--- src/rtl/wdtu_regs.vh ---
// Register indices, field positions, reset values and timing counts
`ifndef WDTU_REGS_VH
`define WDTU_REGS_VH

// Register indices; the byte address is four times the index
`define WDTU_IDX_CFG 10'h000
`define WDTU_IDX_STATE 10'h001
`define WDTU_IDX_KEY 10'h002

// Control register fields
`define WDTU_WIN_MSB 7
`define WDTU_WIN_LSB 4
`define WDTU_PER_MSB 3
`define WDTU_PER_LSB 0

// Status register fields
`define WDTU_LOCK_BIT 7
`define WDTU_BUSY_BIT 0

// Reset values
`define WDTU_CFG_RST 8'h00
`define WDTU_STATE_RST 8'h00
`define WDTU_LOCK_RST 1'b0

// Length codes: 0x1 is 8 cycles, doubling up to 0xB
`define WDTU_BASE_LEN 14'h0008
`define WDTU_MAX_CODE 4'hB

// Slow clock edges a crossing waits for before it takes effect
`define WDTU_SYNC_TICKS 2'h2

// Bus transfers that stay unlocked after the key is written
`define WDTU_UNLOCK_SPAN 3'h4

// Watchdog states
`define WDTU_ST_OFF 3'h0
`define WDTU_ST_NORMAL 3'h1
`define WDTU_ST_ARM 3'h2
`define WDTU_ST_CLOSED 3'h3
`define WDTU_ST_OPEN 3'h4

`endif

--- src/rtl/wdtu_sync.v ---
// Two flip-flop synchroniser for levels from outside the pclk domain
module wdtu_sync
#(
    parameter WIDTH = 1
)
(
    input wire pclk,
    input wire presetn,
    input wire [WIDTH-1:0] async_in,
    output wire [WIDTH-1:0] sync_out
);

    reg [WIDTH-1:0] meta_q;
    reg [WIDTH-1:0] sync_q;

    always @(posedge pclk or negedge presetn)
    begin
        if (!presetn)
        begin
            meta_q <= {WIDTH{1'b0}};
            sync_q <= {WIDTH{1'b0}};
        end
        else
        begin
            meta_q <= async_in;
            sync_q <= meta_q;
        end
    end

    assign sync_out = sync_q;

endmodule

--- src/rtl/wdtu_top.v ---
// Windowed watchdog unit with APB registers and a slow counting clock
//
// Our own choice: the APB register port.
`include "wdtu_regs.vh"

module wdtu_top
#(
    parameter [7:0] UNLOCK_KEY = 8'h5A
)
(
    input wire pclk,
    input wire presetn,
    input wire psel,
    input wire penable,
    input wire pwrite,
    input wire [11:0] paddr,
    input wire [31:0] pwdata,
    output wire [31:0] prdata,
    output wire pready,
    output wire pslverr,
    input wire slow_counter_clock,
    input wire watchdog_clear_request,
    input wire debug_halt,
    input wire boot_done,
    input wire [7:0] boot_watchdog_fuse,
    output wire system_reset
);

    reg [31:0] prdata_q;
    reg pready_q;
    reg pslverr_q;
    reg [7:0] cfg_q;
    reg [7:0] cfg_act_q;
    reg lock_q;
    reg busy_q;
    reg [1:0] cfg_ticks_q;
    reg [2:0] unlock_cnt_q;
    reg boot_seen_q;
    reg osc_prev_q;
    reg clr_pend_q;
    reg [1:0] clr_ticks_q;
    reg [2:0] st_q;
    reg [13:0] cnt_q;
    reg halted_q;
    reg sysrst_q;

    wire osc_s;
    wire tick;
    wire access;
    wire done;
    wire hit_cfg;
    wire hit_state;
    wire hit_key;
    wire hit;
    wire unlock_open;
    wire wr_cfg_ok;
    wire wr_state_ok;
    wire boot_load;
    wire cfg_now;
    wire clr_now;
    wire [13:0] len;

    // Length of one period for a 4-bit code; reserved codes act as 0xB
    function [13:0] wdtu_len;
        input [3:0] code;
        reg [3:0] c;
        begin
            c = (code > `WDTU_MAX_CODE) ? `WDTU_MAX_CODE : code;
            wdtu_len = `WDTU_BASE_LEN << (c - 4'h1);
        end
    endfunction

    // Starting state for a configuration
    function [2:0] wdtu_mode;
        input [7:0] c;
        begin
            if (c[`WDTU_PER_MSB:`WDTU_PER_LSB] == 4'h0)
                wdtu_mode = `WDTU_ST_OFF;
            else if (c[`WDTU_WIN_MSB:`WDTU_WIN_LSB] != 4'h0)
                wdtu_mode = `WDTU_ST_ARM;
            else
                wdtu_mode = `WDTU_ST_NORMAL;
        end
    endfunction

    // The oscillator pin is sampled, then its rising edge becomes a tick
    wdtu_sync #(
        .WIDTH(1)
    ) u_osc_sync (
        .pclk(pclk),
        .presetn(presetn),
        .async_in(slow_counter_clock),
        .sync_out(osc_s)
    );

    assign tick = osc_s & ~osc_prev_q;

    assign access = psel & penable;
    assign done = access & pready_q;
    assign hit_cfg = (paddr[11:2] == `WDTU_IDX_CFG);
    assign hit_state = (paddr[11:2] == `WDTU_IDX_STATE);
    assign hit_key = (paddr[11:2] == `WDTU_IDX_KEY);
    assign hit = (paddr[1:0] == 2'h0) & (hit_cfg | hit_state | hit_key);
    assign unlock_open = (unlock_cnt_q != 3'h0);
    // Control register writes while busy are dropped rather than corrupting the crossing
    assign wr_cfg_ok = done & pwrite & hit & hit_cfg & unlock_open
                       & ~lock_q & ~busy_q;
    assign wr_state_ok = done & pwrite & hit & hit_state
                         & unlock_open;
    assign boot_load = boot_done & ~boot_seen_q;
    assign cfg_now = tick & busy_q
                     & (cfg_ticks_q == `WDTU_SYNC_TICKS - 2'h1);
    assign clr_now = tick & clr_pend_q
                     & (clr_ticks_q == `WDTU_SYNC_TICKS - 2'h1);
    assign len = (st_q == `WDTU_ST_CLOSED) ?
                 wdtu_len(cfg_act_q[`WDTU_WIN_MSB:`WDTU_WIN_LSB]) :
                 wdtu_len(cfg_act_q[`WDTU_PER_MSB:`WDTU_PER_LSB]);

    // APB slave: one wait state, read data and error from flops
    always @(posedge pclk or negedge presetn)
    begin
        if (!presetn)
        begin
            pready_q <= 1'b0;
            prdata_q <= 32'h00000000;
            pslverr_q <= 1'b0;
        end
        else
        begin
            pready_q <= access & ~pready_q;
            if (access & ~pready_q)
            begin
                pslverr_q <= ~hit;
                if (!pwrite & hit & hit_cfg)
                    prdata_q <= {24'h000000, cfg_q};
                else if (!pwrite & hit & hit_state)
                    prdata_q <= {24'h000000, lock_q, 6'h00, busy_q};
                else
                    prdata_q <= 32'h00000000;
            end
            else
            begin
                pslverr_q <= 1'b0;
            end
        end
    end

    // Unlock window, control register and lock bit
    always @(posedge pclk or negedge presetn)
    begin
        if (!presetn)
        begin
            unlock_cnt_q <= 3'h0;
            cfg_q <= `WDTU_CFG_RST;
            lock_q <= `WDTU_LOCK_RST;
            boot_seen_q <= 1'b0;
        end
        else
        begin
            if (done & pwrite & hit & hit_key
                & (pwdata[7:0] == UNLOCK_KEY))
                unlock_cnt_q <= `WDTU_UNLOCK_SPAN;
            else if (done & unlock_open)
                unlock_cnt_q <= unlock_cnt_q - 3'h1;
            if (boot_load)
            begin
                boot_seen_q <= 1'b1;
                cfg_q <= boot_watchdog_fuse;
                if (boot_watchdog_fuse[`WDTU_PER_MSB:`WDTU_PER_LSB] != 4'h0)
                    lock_q <= 1'b1;
            end
            else
            begin
                if (wr_cfg_ok)
                    cfg_q <= pwdata[7:0];
                if (wr_state_ok & pwdata[`WDTU_LOCK_BIT])
                    lock_q <= 1'b1;
                else if (wr_state_ok & debug_halt)
                    lock_q <= 1'b0;
            end
        end
    end

    // Slow-clock side: crossings, window state machine and counter
    always @(posedge pclk or negedge presetn)
    begin
        if (!presetn)
        begin
            osc_prev_q <= 1'b0;
            busy_q <= 1'b0;
            cfg_ticks_q <= 2'h0;
            cfg_act_q <= `WDTU_CFG_RST;
            clr_pend_q <= 1'b0;
            clr_ticks_q <= 2'h0;
            st_q <= `WDTU_ST_OFF;
            cnt_q <= 14'h0000;
            halted_q <= 1'b0;
            sysrst_q <= 1'b0;
        end
        else
        begin
            osc_prev_q <= osc_s;
            sysrst_q <= 1'b0;
            if (wr_cfg_ok)
            begin
                busy_q <= 1'b1;
                cfg_ticks_q <= 2'h0;
            end
            else if (tick & busy_q)
            begin
                if (cfg_now)
                    busy_q <= 1'b0;
                else
                    cfg_ticks_q <= cfg_ticks_q + 2'h1;
            end
            if (watchdog_clear_request & ~clr_pend_q)
            begin
                clr_pend_q <= 1'b1;
                clr_ticks_q <= 2'h0;
            end
            else if (tick & clr_pend_q)
            begin
                if (clr_now)
                    clr_pend_q <= 1'b0;
                else
                    clr_ticks_q <= clr_ticks_q + 2'h1;
            end
            // No sleep input gates this logic; only the oscillator and debug_halt do
            if (boot_load)
            begin
                cfg_act_q <= boot_watchdog_fuse;
                cnt_q <= 14'h0000;
                st_q <= wdtu_mode(boot_watchdog_fuse);
            end
            else if (cfg_now)
            begin
                cfg_act_q <= cfg_q;
                cnt_q <= 14'h0000;
                st_q <= wdtu_mode(cfg_q);
            end
            else if (debug_halt)
            begin
                halted_q <= 1'b1;
                cnt_q <= 14'h0000;
            end
            else if (halted_q)
            begin
                // A plain timeout first, the closed period after a clear
                halted_q <= 1'b0;
                cnt_q <= 14'h0000;
                st_q <= wdtu_mode(cfg_act_q);
            end
            else if (st_q != `WDTU_ST_OFF)
            begin
                if (clr_now)
                begin
                    cnt_q <= 14'h0000;
                    case (st_q)
                        `WDTU_ST_ARM: st_q <= `WDTU_ST_CLOSED;
                        `WDTU_ST_OPEN: st_q <= `WDTU_ST_CLOSED;
                        `WDTU_ST_CLOSED:
                        begin
                            sysrst_q <= 1'b1;
                            st_q <= `WDTU_ST_ARM;
                        end
                        default: st_q <= st_q;
                    endcase
                end
                else if (tick)
                begin
                    if (cnt_q == len - 14'h0001)
                    begin
                        cnt_q <= 14'h0000;
                        if (st_q == `WDTU_ST_CLOSED)
                        begin
                            st_q <= `WDTU_ST_OPEN;
                        end
                        else
                        begin
                            sysrst_q <= 1'b1;
                            st_q <= wdtu_mode(cfg_act_q);
                        end
                    end
                    else
                    begin
                        cnt_q <= cnt_q + 14'h0001;
                    end
                end
            end
        end
    end

    assign prdata = prdata_q;
    assign pready = pready_q;
    assign pslverr = pslverr_q;
    assign system_reset = sysrst_q;

endmodule

--- config.mk ---
export PLATFORM = sky130hd
export DESIGN_NAME = wdtu_top
export DESIGN_NICKNAME = d
export VERILOG_FILES = /design/src/rtl/wdtu_sync.v /design/src/rtl/wdtu_top.v
export VERILOG_INCLUDE_DIRS = /design/src /design/src/rtl
export SDC_FILE = /design/constraint.sdc
export NUM_CORES = 1
export LEC_CHECK = 0
export BUFFER_PORTS_ARGS = -buffer_cell sky130_fd_sc_hd__buf_4
export CORE_ASPECT_RATIO = 0.8
export CORE_MARGIN = 4
export CORE_UTILIZATION = 50
export DETAILED_ROUTE_END_ITERATION = 6
export PLACE_DENSITY = 0.87
export SYNTH_ARGS = -nofsm -noshare
export SYNTH_HDL_FRONTEND = slang
export SYNTH_SLANG_ARGS = --single-unit
--- constraint.sdc ---
create_clock -name pclk -period 9.6 [get_ports pclk]
set_input_delay 1.92 -clock pclk [delete_from_list [all_inputs] [get_ports pclk]]
set_output_delay 1.92 -clock pclk [all_outputs]
set_load 0.01 [all_outputs]
==> metrics, run 1 <==
outcome=finished clean; Die W=107 µm; pwr dens=224 nW/µm²; number of remaining DRC errors=0; period utilization=0.498; Tightest Pin Transition=0.978 ns; startpoint types=register; count of input and output buffers=47; largest net degree at the start of global routing=60; Final Wtd Congestion=0.926; clk root buf=clkbuf_8; Final Hold Fails=0; Avg Inst Size Synth=8.65 µm²; top area cells in the synthesized netlist=dfrtp_1 38%, buf_4 4.6%, mux2i_1 4.4%; initial drt markers=367; minimum clock period=4.79 ns; CTS tree=built; Clock Path Buffers=2; Hold Crit Start=u_osc_sync.meta_q$_DFF_PN0_; post-synthesis sequential area ratio=0.380; Peak VDD IR=0.109 mV; gr usage total=0.210; CTS sink count=59; first-pass GRT wire length=15800 µm; Crit Reg-Reg Endpoint=system_reset$_DFF_PN0_; total CTS buffers=9; crit path capture type=register; final instance area=4390 µm²; first drt pass iteration count=5; Synth cell types=58; # Post-CTS Setup Buffers=0; total I/O pin count=96; RSZ-0062 raised after global routing=false; FP Rows=28; YS warnings=0; reg-to-reg slack, setup=4.81 ns; Die ar.=9250 µm²; number of global-route vias before repair=3333; reg2reg path depth=11; hold endpoint=u_osc_sync.sync_out$_DFF_PN0_; top cell type's share of synthesized area=0.380; Post-synth ARST share=1.00; nets=548; WL/cell=15.9 µm; Most used DFF post-synth=dfrtp_1; remaining global-route overflow=0; cts hold-fix bufs=0; Fin Setup TNS=0 ns; post-DP HPWL=6810 µm; Chip Height=86.8 µm; Leakage=2.11 nW; worst clock skew=0.0132 ns; crit path max fanout=28; Core Box Area=7460 µm²; WS Path Type=register to register; Filler cells=608; HP Class=register to register; initial antenna violation count=0; share of layout cells above drive strength 1=0.158; dominant cell type by area after synthesis=dfrtp_1; EDFF count, synth=0; worst-skew pair later-pin latency=0.34 ns; htree depth=3; Required @ worst endpoint=9.84 ns; Starting Density=0.520; Routed Wire Length=9410 µm; via count of the routed design=3592; CP arrival=5.02 ns; worst r2r src=st_q[1]$_DFFE_PN0P_; Slew HR=0.348; area delta synth->final=13.1%; vias per inst=6.08; Max Slew Vio Count=0; synthesized area=3880 µm²; Post-Syn Instances=449; antenna diode count=0; fmax=0.209 GHz; Worst-path clk slew=0.07 ns; final setup vio count=0; ANT nets after route=0; flops & latches, synth=59; MaxCap Viol Count=0; WHS Path Cells=0; CTS-repair resized insts=0; Area after DPL=4160 µm²
==> worst max-delay path by stage <==
| stage | start | to | cells past startpoint |
|---|---|---|---|
| floorplan | psel | cfg_ticks_q[0]$_DFFE_PN0P_ | 9 |
| global placement | st_q[2]$_DFFE_PN0P_ | system_reset$_DFF_PN0_ | 11 |
| detailed placement | st_q[2]$_DFFE_PN0P_ | system_reset$_DFF_PN0_ | 11 |
| CTS | st_q[2]$_DFFE_PN0P_ | system_reset$_DFF_PN0_ | 11 |
| global route | st_q[1]$_DFFE_PN0P_ | system_reset$_DFF_PN0_ | 11 |
| finish | st_q[1]$_DFFE_PN0P_ | system_reset$_DFF_PN0_ | 11 |
==> state kept, by name, indices dropped and copies added, names as in the netlist, 2 cells and up <==
register and flops:
unlock_cnt_q 3, cfg_act_q 8, prdata 8, cfg_q 8
clr_ticks_q 2, cfg_ticks_q 2, cnt_q 14, st_q 3
==> layer usage <==
layer	GRT usage	wire length [µm]
met5	0	0
met3	0.0372	589
met1	0.278	4120
met2	0.350	4550
met4	0.0732	147
==> synthesized netlist by cell type (all sizes together) (8+ instances only) <==
cell	count
dfrtp	59
nand2	43
nor2	43
buf	30
a21oi	23
nand3	23
clkbuf	20
o21ai	19
mux2i	17
nor3	16
nor4	12
and3	11
o41ai	10
a21o	9
a31oi	9
inv	9
a22o	8
nand2b	8
==> final cells by class <==
class,count,area (µm²),area share
Multi-Input combinational cell,354,2150,0.490
Clock inverter,5,85.1,0.0194
Tap cell,105,131,0.0299
Clock buffer,11,151,0.0345
Inverter,9,33.8,0.00769
Timing Repair Buffer,48,360,0.0820
Sequential cell,59,1480,0.336
==> through the flow <==
stage,utilization,setup WS (ns),instances,power [mW],hold slack [ns]
after detailed placement,0.557,4.93,575,0.716,0.342
after floorplan,-,5.72,472,0.633,0.331
final,0.589,4.81,591,0.983,0.351
after CTS,0.589,4.90,591,0.982,0.357
after global placement,0.557,5.03,575,0.695,0.333
after global routing,0.589,4.49,591,1.05,0.366
==> cells in the final DEF (no fill, tap or decap), types with 2 or more instances in the layout <==
| master | instances |
|---|---|
| nor4_1 | 10 |
| conb_1 | 24 |
| a22oi_1 | 2 |
| inv_1 | 9 |
| nor3b_1 | 6 |
| o211ai_1 | 2 |
| nor2_1 | 43 |
| bufinv_16 | 2 |
| a21oi_1 | 23 |
| a211oi_1 | 3 |
| nand2b_1 | 8 |
| a22o_1 | 8 |
| nor4_2 | 2 |
| buf_4 | 48 |
| clkbuf_8 | 11 |
| a31oi_1 | 9 |
| or2_2 | 3 |
| or4_1 | 5 |
| dfrtp_1 | 59 |
| nor3_1 | 16 |
| nand2_1 | 43 |
| ha_1 | 6 |
| a211o_1 | 3 |
| clkinv_4 | 2 |
| mux2i_1 | 17 |
| nand4_1 | 2 |
| and3_1 | 11 |
| a21o_1 | 9 |
| nand4b_1 | 4 |
| o22ai_1 | 3 |
| xnor2_1 | 2 |
| xor2_1 | 3 |
| mux2_2 | 5 |
| a2111oi_0 | 3 |
| o41ai_1 | 9 |
| or3_1 | 5 |
| nor2b_1 | 3 |
| o21ai_0 | 18 |
| nand3_1 | 23 |
| nand3b_1 | 3 |
==> power by group <==
| part | switching (mW) | total (mW) | internal (mW) |
|---|---|---|---|
| Clock | 0.103 | 0.264 | 0.161 |
| Sequential | 0.0618 | 0.357 | 0.295 |
| Combinational | 0.209 | 0.362 | 0.153 |
| Total | 0.374 | 0.983 | 0.609 |
==> logic make-up (layout without fill, tap and decap cells) <==
kind of cell | after synthesis | count (layout) | share of synthesized area
AND/OR/NAND/NOR | 189 | 189 | 0.249
AO/OA/AOI/OAI | 107 | 107 | 0.190
flip-flops | 59 | 59 | 0.380
buffers and inverters | 59 | 73 | 0.0870
multiplexers | 23 | 23 | 0.0622
adder cells (fa/ha/maj) | 6 | 6 | 0.0193
XOR/XNOR | 5 | 5 | 0.0113
other | 1 | 24 | 0.000966
==> critical path, stage by stage, from the launching register on <==
cell	delay [ns]
dfrtp_1	0.45
nand3b_1	0.62
mux2i_1	0.73
or2_2	0.22
ha_1	0.34
xor2_1	0.26
a211o_1	0.18
o2111ai_1	0.13
a2111oi_0	0.34
and4_1	0.91
a21oi_1	0.17
nor4_2	0.33
No activity file was read; power rests on OpenSTA's default activity.
==> run 2: changes to the inputs <==
Clock period 9.6 ns to 4.79 ns, I/O delays scaled along.
==> run 2 against run 1 <==
Effect of this change:
- sequential cell count is the same
- via count grew 0.97%
- register-to-register slack lost 4.2 ns
- total power grew 95%
- fmax grew 14%
- final cell count grew 0.68%
- non-clock buffer count grew 4
- worst setup slack lost 4.2 ns
- critical path depth grew 1
- count of clock-buffer cells in the layout shrank 1
- clock skew grew 0.0037 ns
- first-iteration DRC count shrank 3.8%
- critical path type unchanged
- critical endpoint is now st_q[2]$_DFFE_PN0P_
==> metrics, run 2 (synthesis gave the netlist of run 1 again) <==
Clock Path Buffers=2; Area after DPL=4190 µm²; startpoint types=register; initial drt markers=353; area occupied by multi-input gates=2150 µm²; number of remaining DRC errors=0; FP Rows=28; largest net degree at the start of global routing=60; Slew HR=0.345; Max Slew Vio Count=0; reg-to-reg slack, setup=0.59 ns; ANT nets after route=0; RSZ-0062 raised after global routing=false; Bufs and invs on worst path=1; worst r2r src=st_q[2]$_DFFE_PN0P_; Tightest Pin Transition=0.975 ns; Final Wtd Congestion=0.883; WS Path Type=register to register; max reg flops=14; CTS sink count=59; first-pass GRT wire length=16400 µm; total I/O pin count=96; Final Hold Fails=0; CTS tree=built; Routed Wire Length=9590 µm; final setup vio count=0; Crit Reg-Reg Endpoint=st_q[2]$_DFFE_PN0P_; CP top delay family=multiplexers; net load switching power=0.762 mW; Flop pwr share=0.373; Hold Slack=0.349 ns; initial antenna violation count=0; minimum clock period=4.20 ns; crit-path cells=nand3b_1 > mux2i_1 > or2_2 > ha_1 > xor2_1 > a211o_1 > o2111ai_1 > a2111oi_0 > and4_1 > buf_4 > mux2_2 > o21ai_0; cts hold-fix bufs=0; final non-filler cell total=595; pwr dens=437 nW/µm²; Die ar.=9250 µm²; Place WS=0.729 ns; Required @ worst endpoint=5.04 ns; HP Class=register to register; Setup crit end=st_q[2]$_DFFE_PN0P_; dpl cells=579; Starting Density=0.520; Core Box Area=7460 µm²; reg2reg path depth=12; internal power=1.16 mW; post-DP HPWL=6930 µm; clk root buf=clkbuf_8; WP depth=12; Sw Share=0.397; combinational share of power=0.385; antenna diode count=0; MaxCap Viol Count=0; via count of the routed design=3627; CP max stage delay=0.67 ns; final instance area=4390 µm²; setup ws final=0.594 ns; total CTS buffers=9; vias per inst=6.10; outcome=finished clean; gr usage total=0.218; Chip Height=86.8 µm; Filler cells=637; worst-skew pair later-pin latency=0.35 ns; Peak VDD IR=0.175 mV; commonest cells after routing, fill and taps aside=59 x dfrtp_1, 52 x buf_4, 43 x nor2_1, 43 x nand2_1, 24 x conb_1; Top reg by flops=cnt_q; area delta synth->final=13.1%; htree depth=3; # Post-CTS Setup Buffers=0; crit path max fanout=28; Clk pwr share=0.242; Leakage=2.11 nW; CP arrival=4.44 ns; count of input and output buffers=47; first drt pass iteration count=5; WL/cell=16.1 µm; CP startpoint=st_q[2]$_DFFE_PN0P_; worst clock skew=0.0168 ns; period utilization=0.876; commonest non-fill, non-tap cell in the layout=dfrtp_1; Reg area=1480 µm²; nets=552; crit path capture type=register; PnR Total Power=1.92 mW; fmax=0.238 GHz; number of global-route vias before repair=3467; Fin Setup TNS=0 ns; remaining global-route overflow=0; Layout Utilization=0.588; CTS-repair resized insts=0; slowest stage cell, crit path=mux2i_1; Worst-path clk slew=0.06 ns; Die W=107 µm; share of layout cells above drive strength 1=0.165
## run 2: per-layer routing
layer	up-vias	GRT usage	share of wire	wire length [µm]
met1	1726	0.290	0.42	4060
met3	44	0.0432	0.074	709
met2	168	0.355	0.47	4550
li1	1689	-	-	-
met4	0	0.0813	0.028	272
met5	-	0	0	0
## run 2: worst min path at each step
| stage | from | end | slack (ns) | depth (start not counted) |
|---|---|---|---|---|
| 5_1_grt | u_osc_sync.meta_q$_DFF_PN0_ | u_osc_sync.sync_out$_DFF_PN0_ | 0.37 | 0 |
| 2_1_floorplan | u_osc_sync.meta_q$_DFF_PN0_ | u_osc_sync.sync_out$_DFF_PN0_ | 0.33 | 0 |
| 6_report | u_osc_sync.meta_q$_DFF_PN0_ | u_osc_sync.sync_out$_DFF_PN0_ | 0.35 | 0 |
| 3_3_place_gp | u_osc_sync.meta_q$_DFF_PN0_ | u_osc_sync.sync_out$_DFF_PN0_ | 0.33 | 0 |
| 4_1_cts | u_osc_sync.meta_q$_DFF_PN0_ | u_osc_sync.sync_out$_DFF_PN0_ | 0.35 | 0 |
| 3_5_place_dp | u_osc_sync.meta_q$_DFF_PN0_ | u_osc_sync.sync_out$_DFF_PN0_ | 0.34 | 0 |
## run 2: worst register-to-register path, stage by stage, from the launching register on
cell and delay, ns:
dfrtp_1 0.42, nand3b_1 0.53, mux2i_1 0.67, or2_2 0.22, ha_1 0.36, xor2_1 0.26
a211o_1 0.17, o2111ai_1 0.10, a2111oi_0 0.37, and4_1 0.27, buf_4 0.29, mux2_2 0.37
o21ai_0 0.08
## run 2: layout make-up
type / instances / area share
Timing Repair Buffer: 52 / 0.0889
Clock inverter: 6 / 0.0148
Tap cell: 105 / 0.0299
Clock buffer: 10 / 0.0314
Multi-Input combinational cell: 354 / 0.491
Sequential cell: 59 / 0.336
Inverter: 9 / 0.00770
## run 2: power groups by stage
stage	Clock (mW)	Sequential, mW	Combinational (mW)
final	0.464	0.717	0.739
after global routing	0.491	0.733	0.819
after CTS	0.467	0.712	0.726
after detailed placement	0	0.721	0.722
after global placement	0	0.714	0.690
after floorplan	0	0.660	0.608
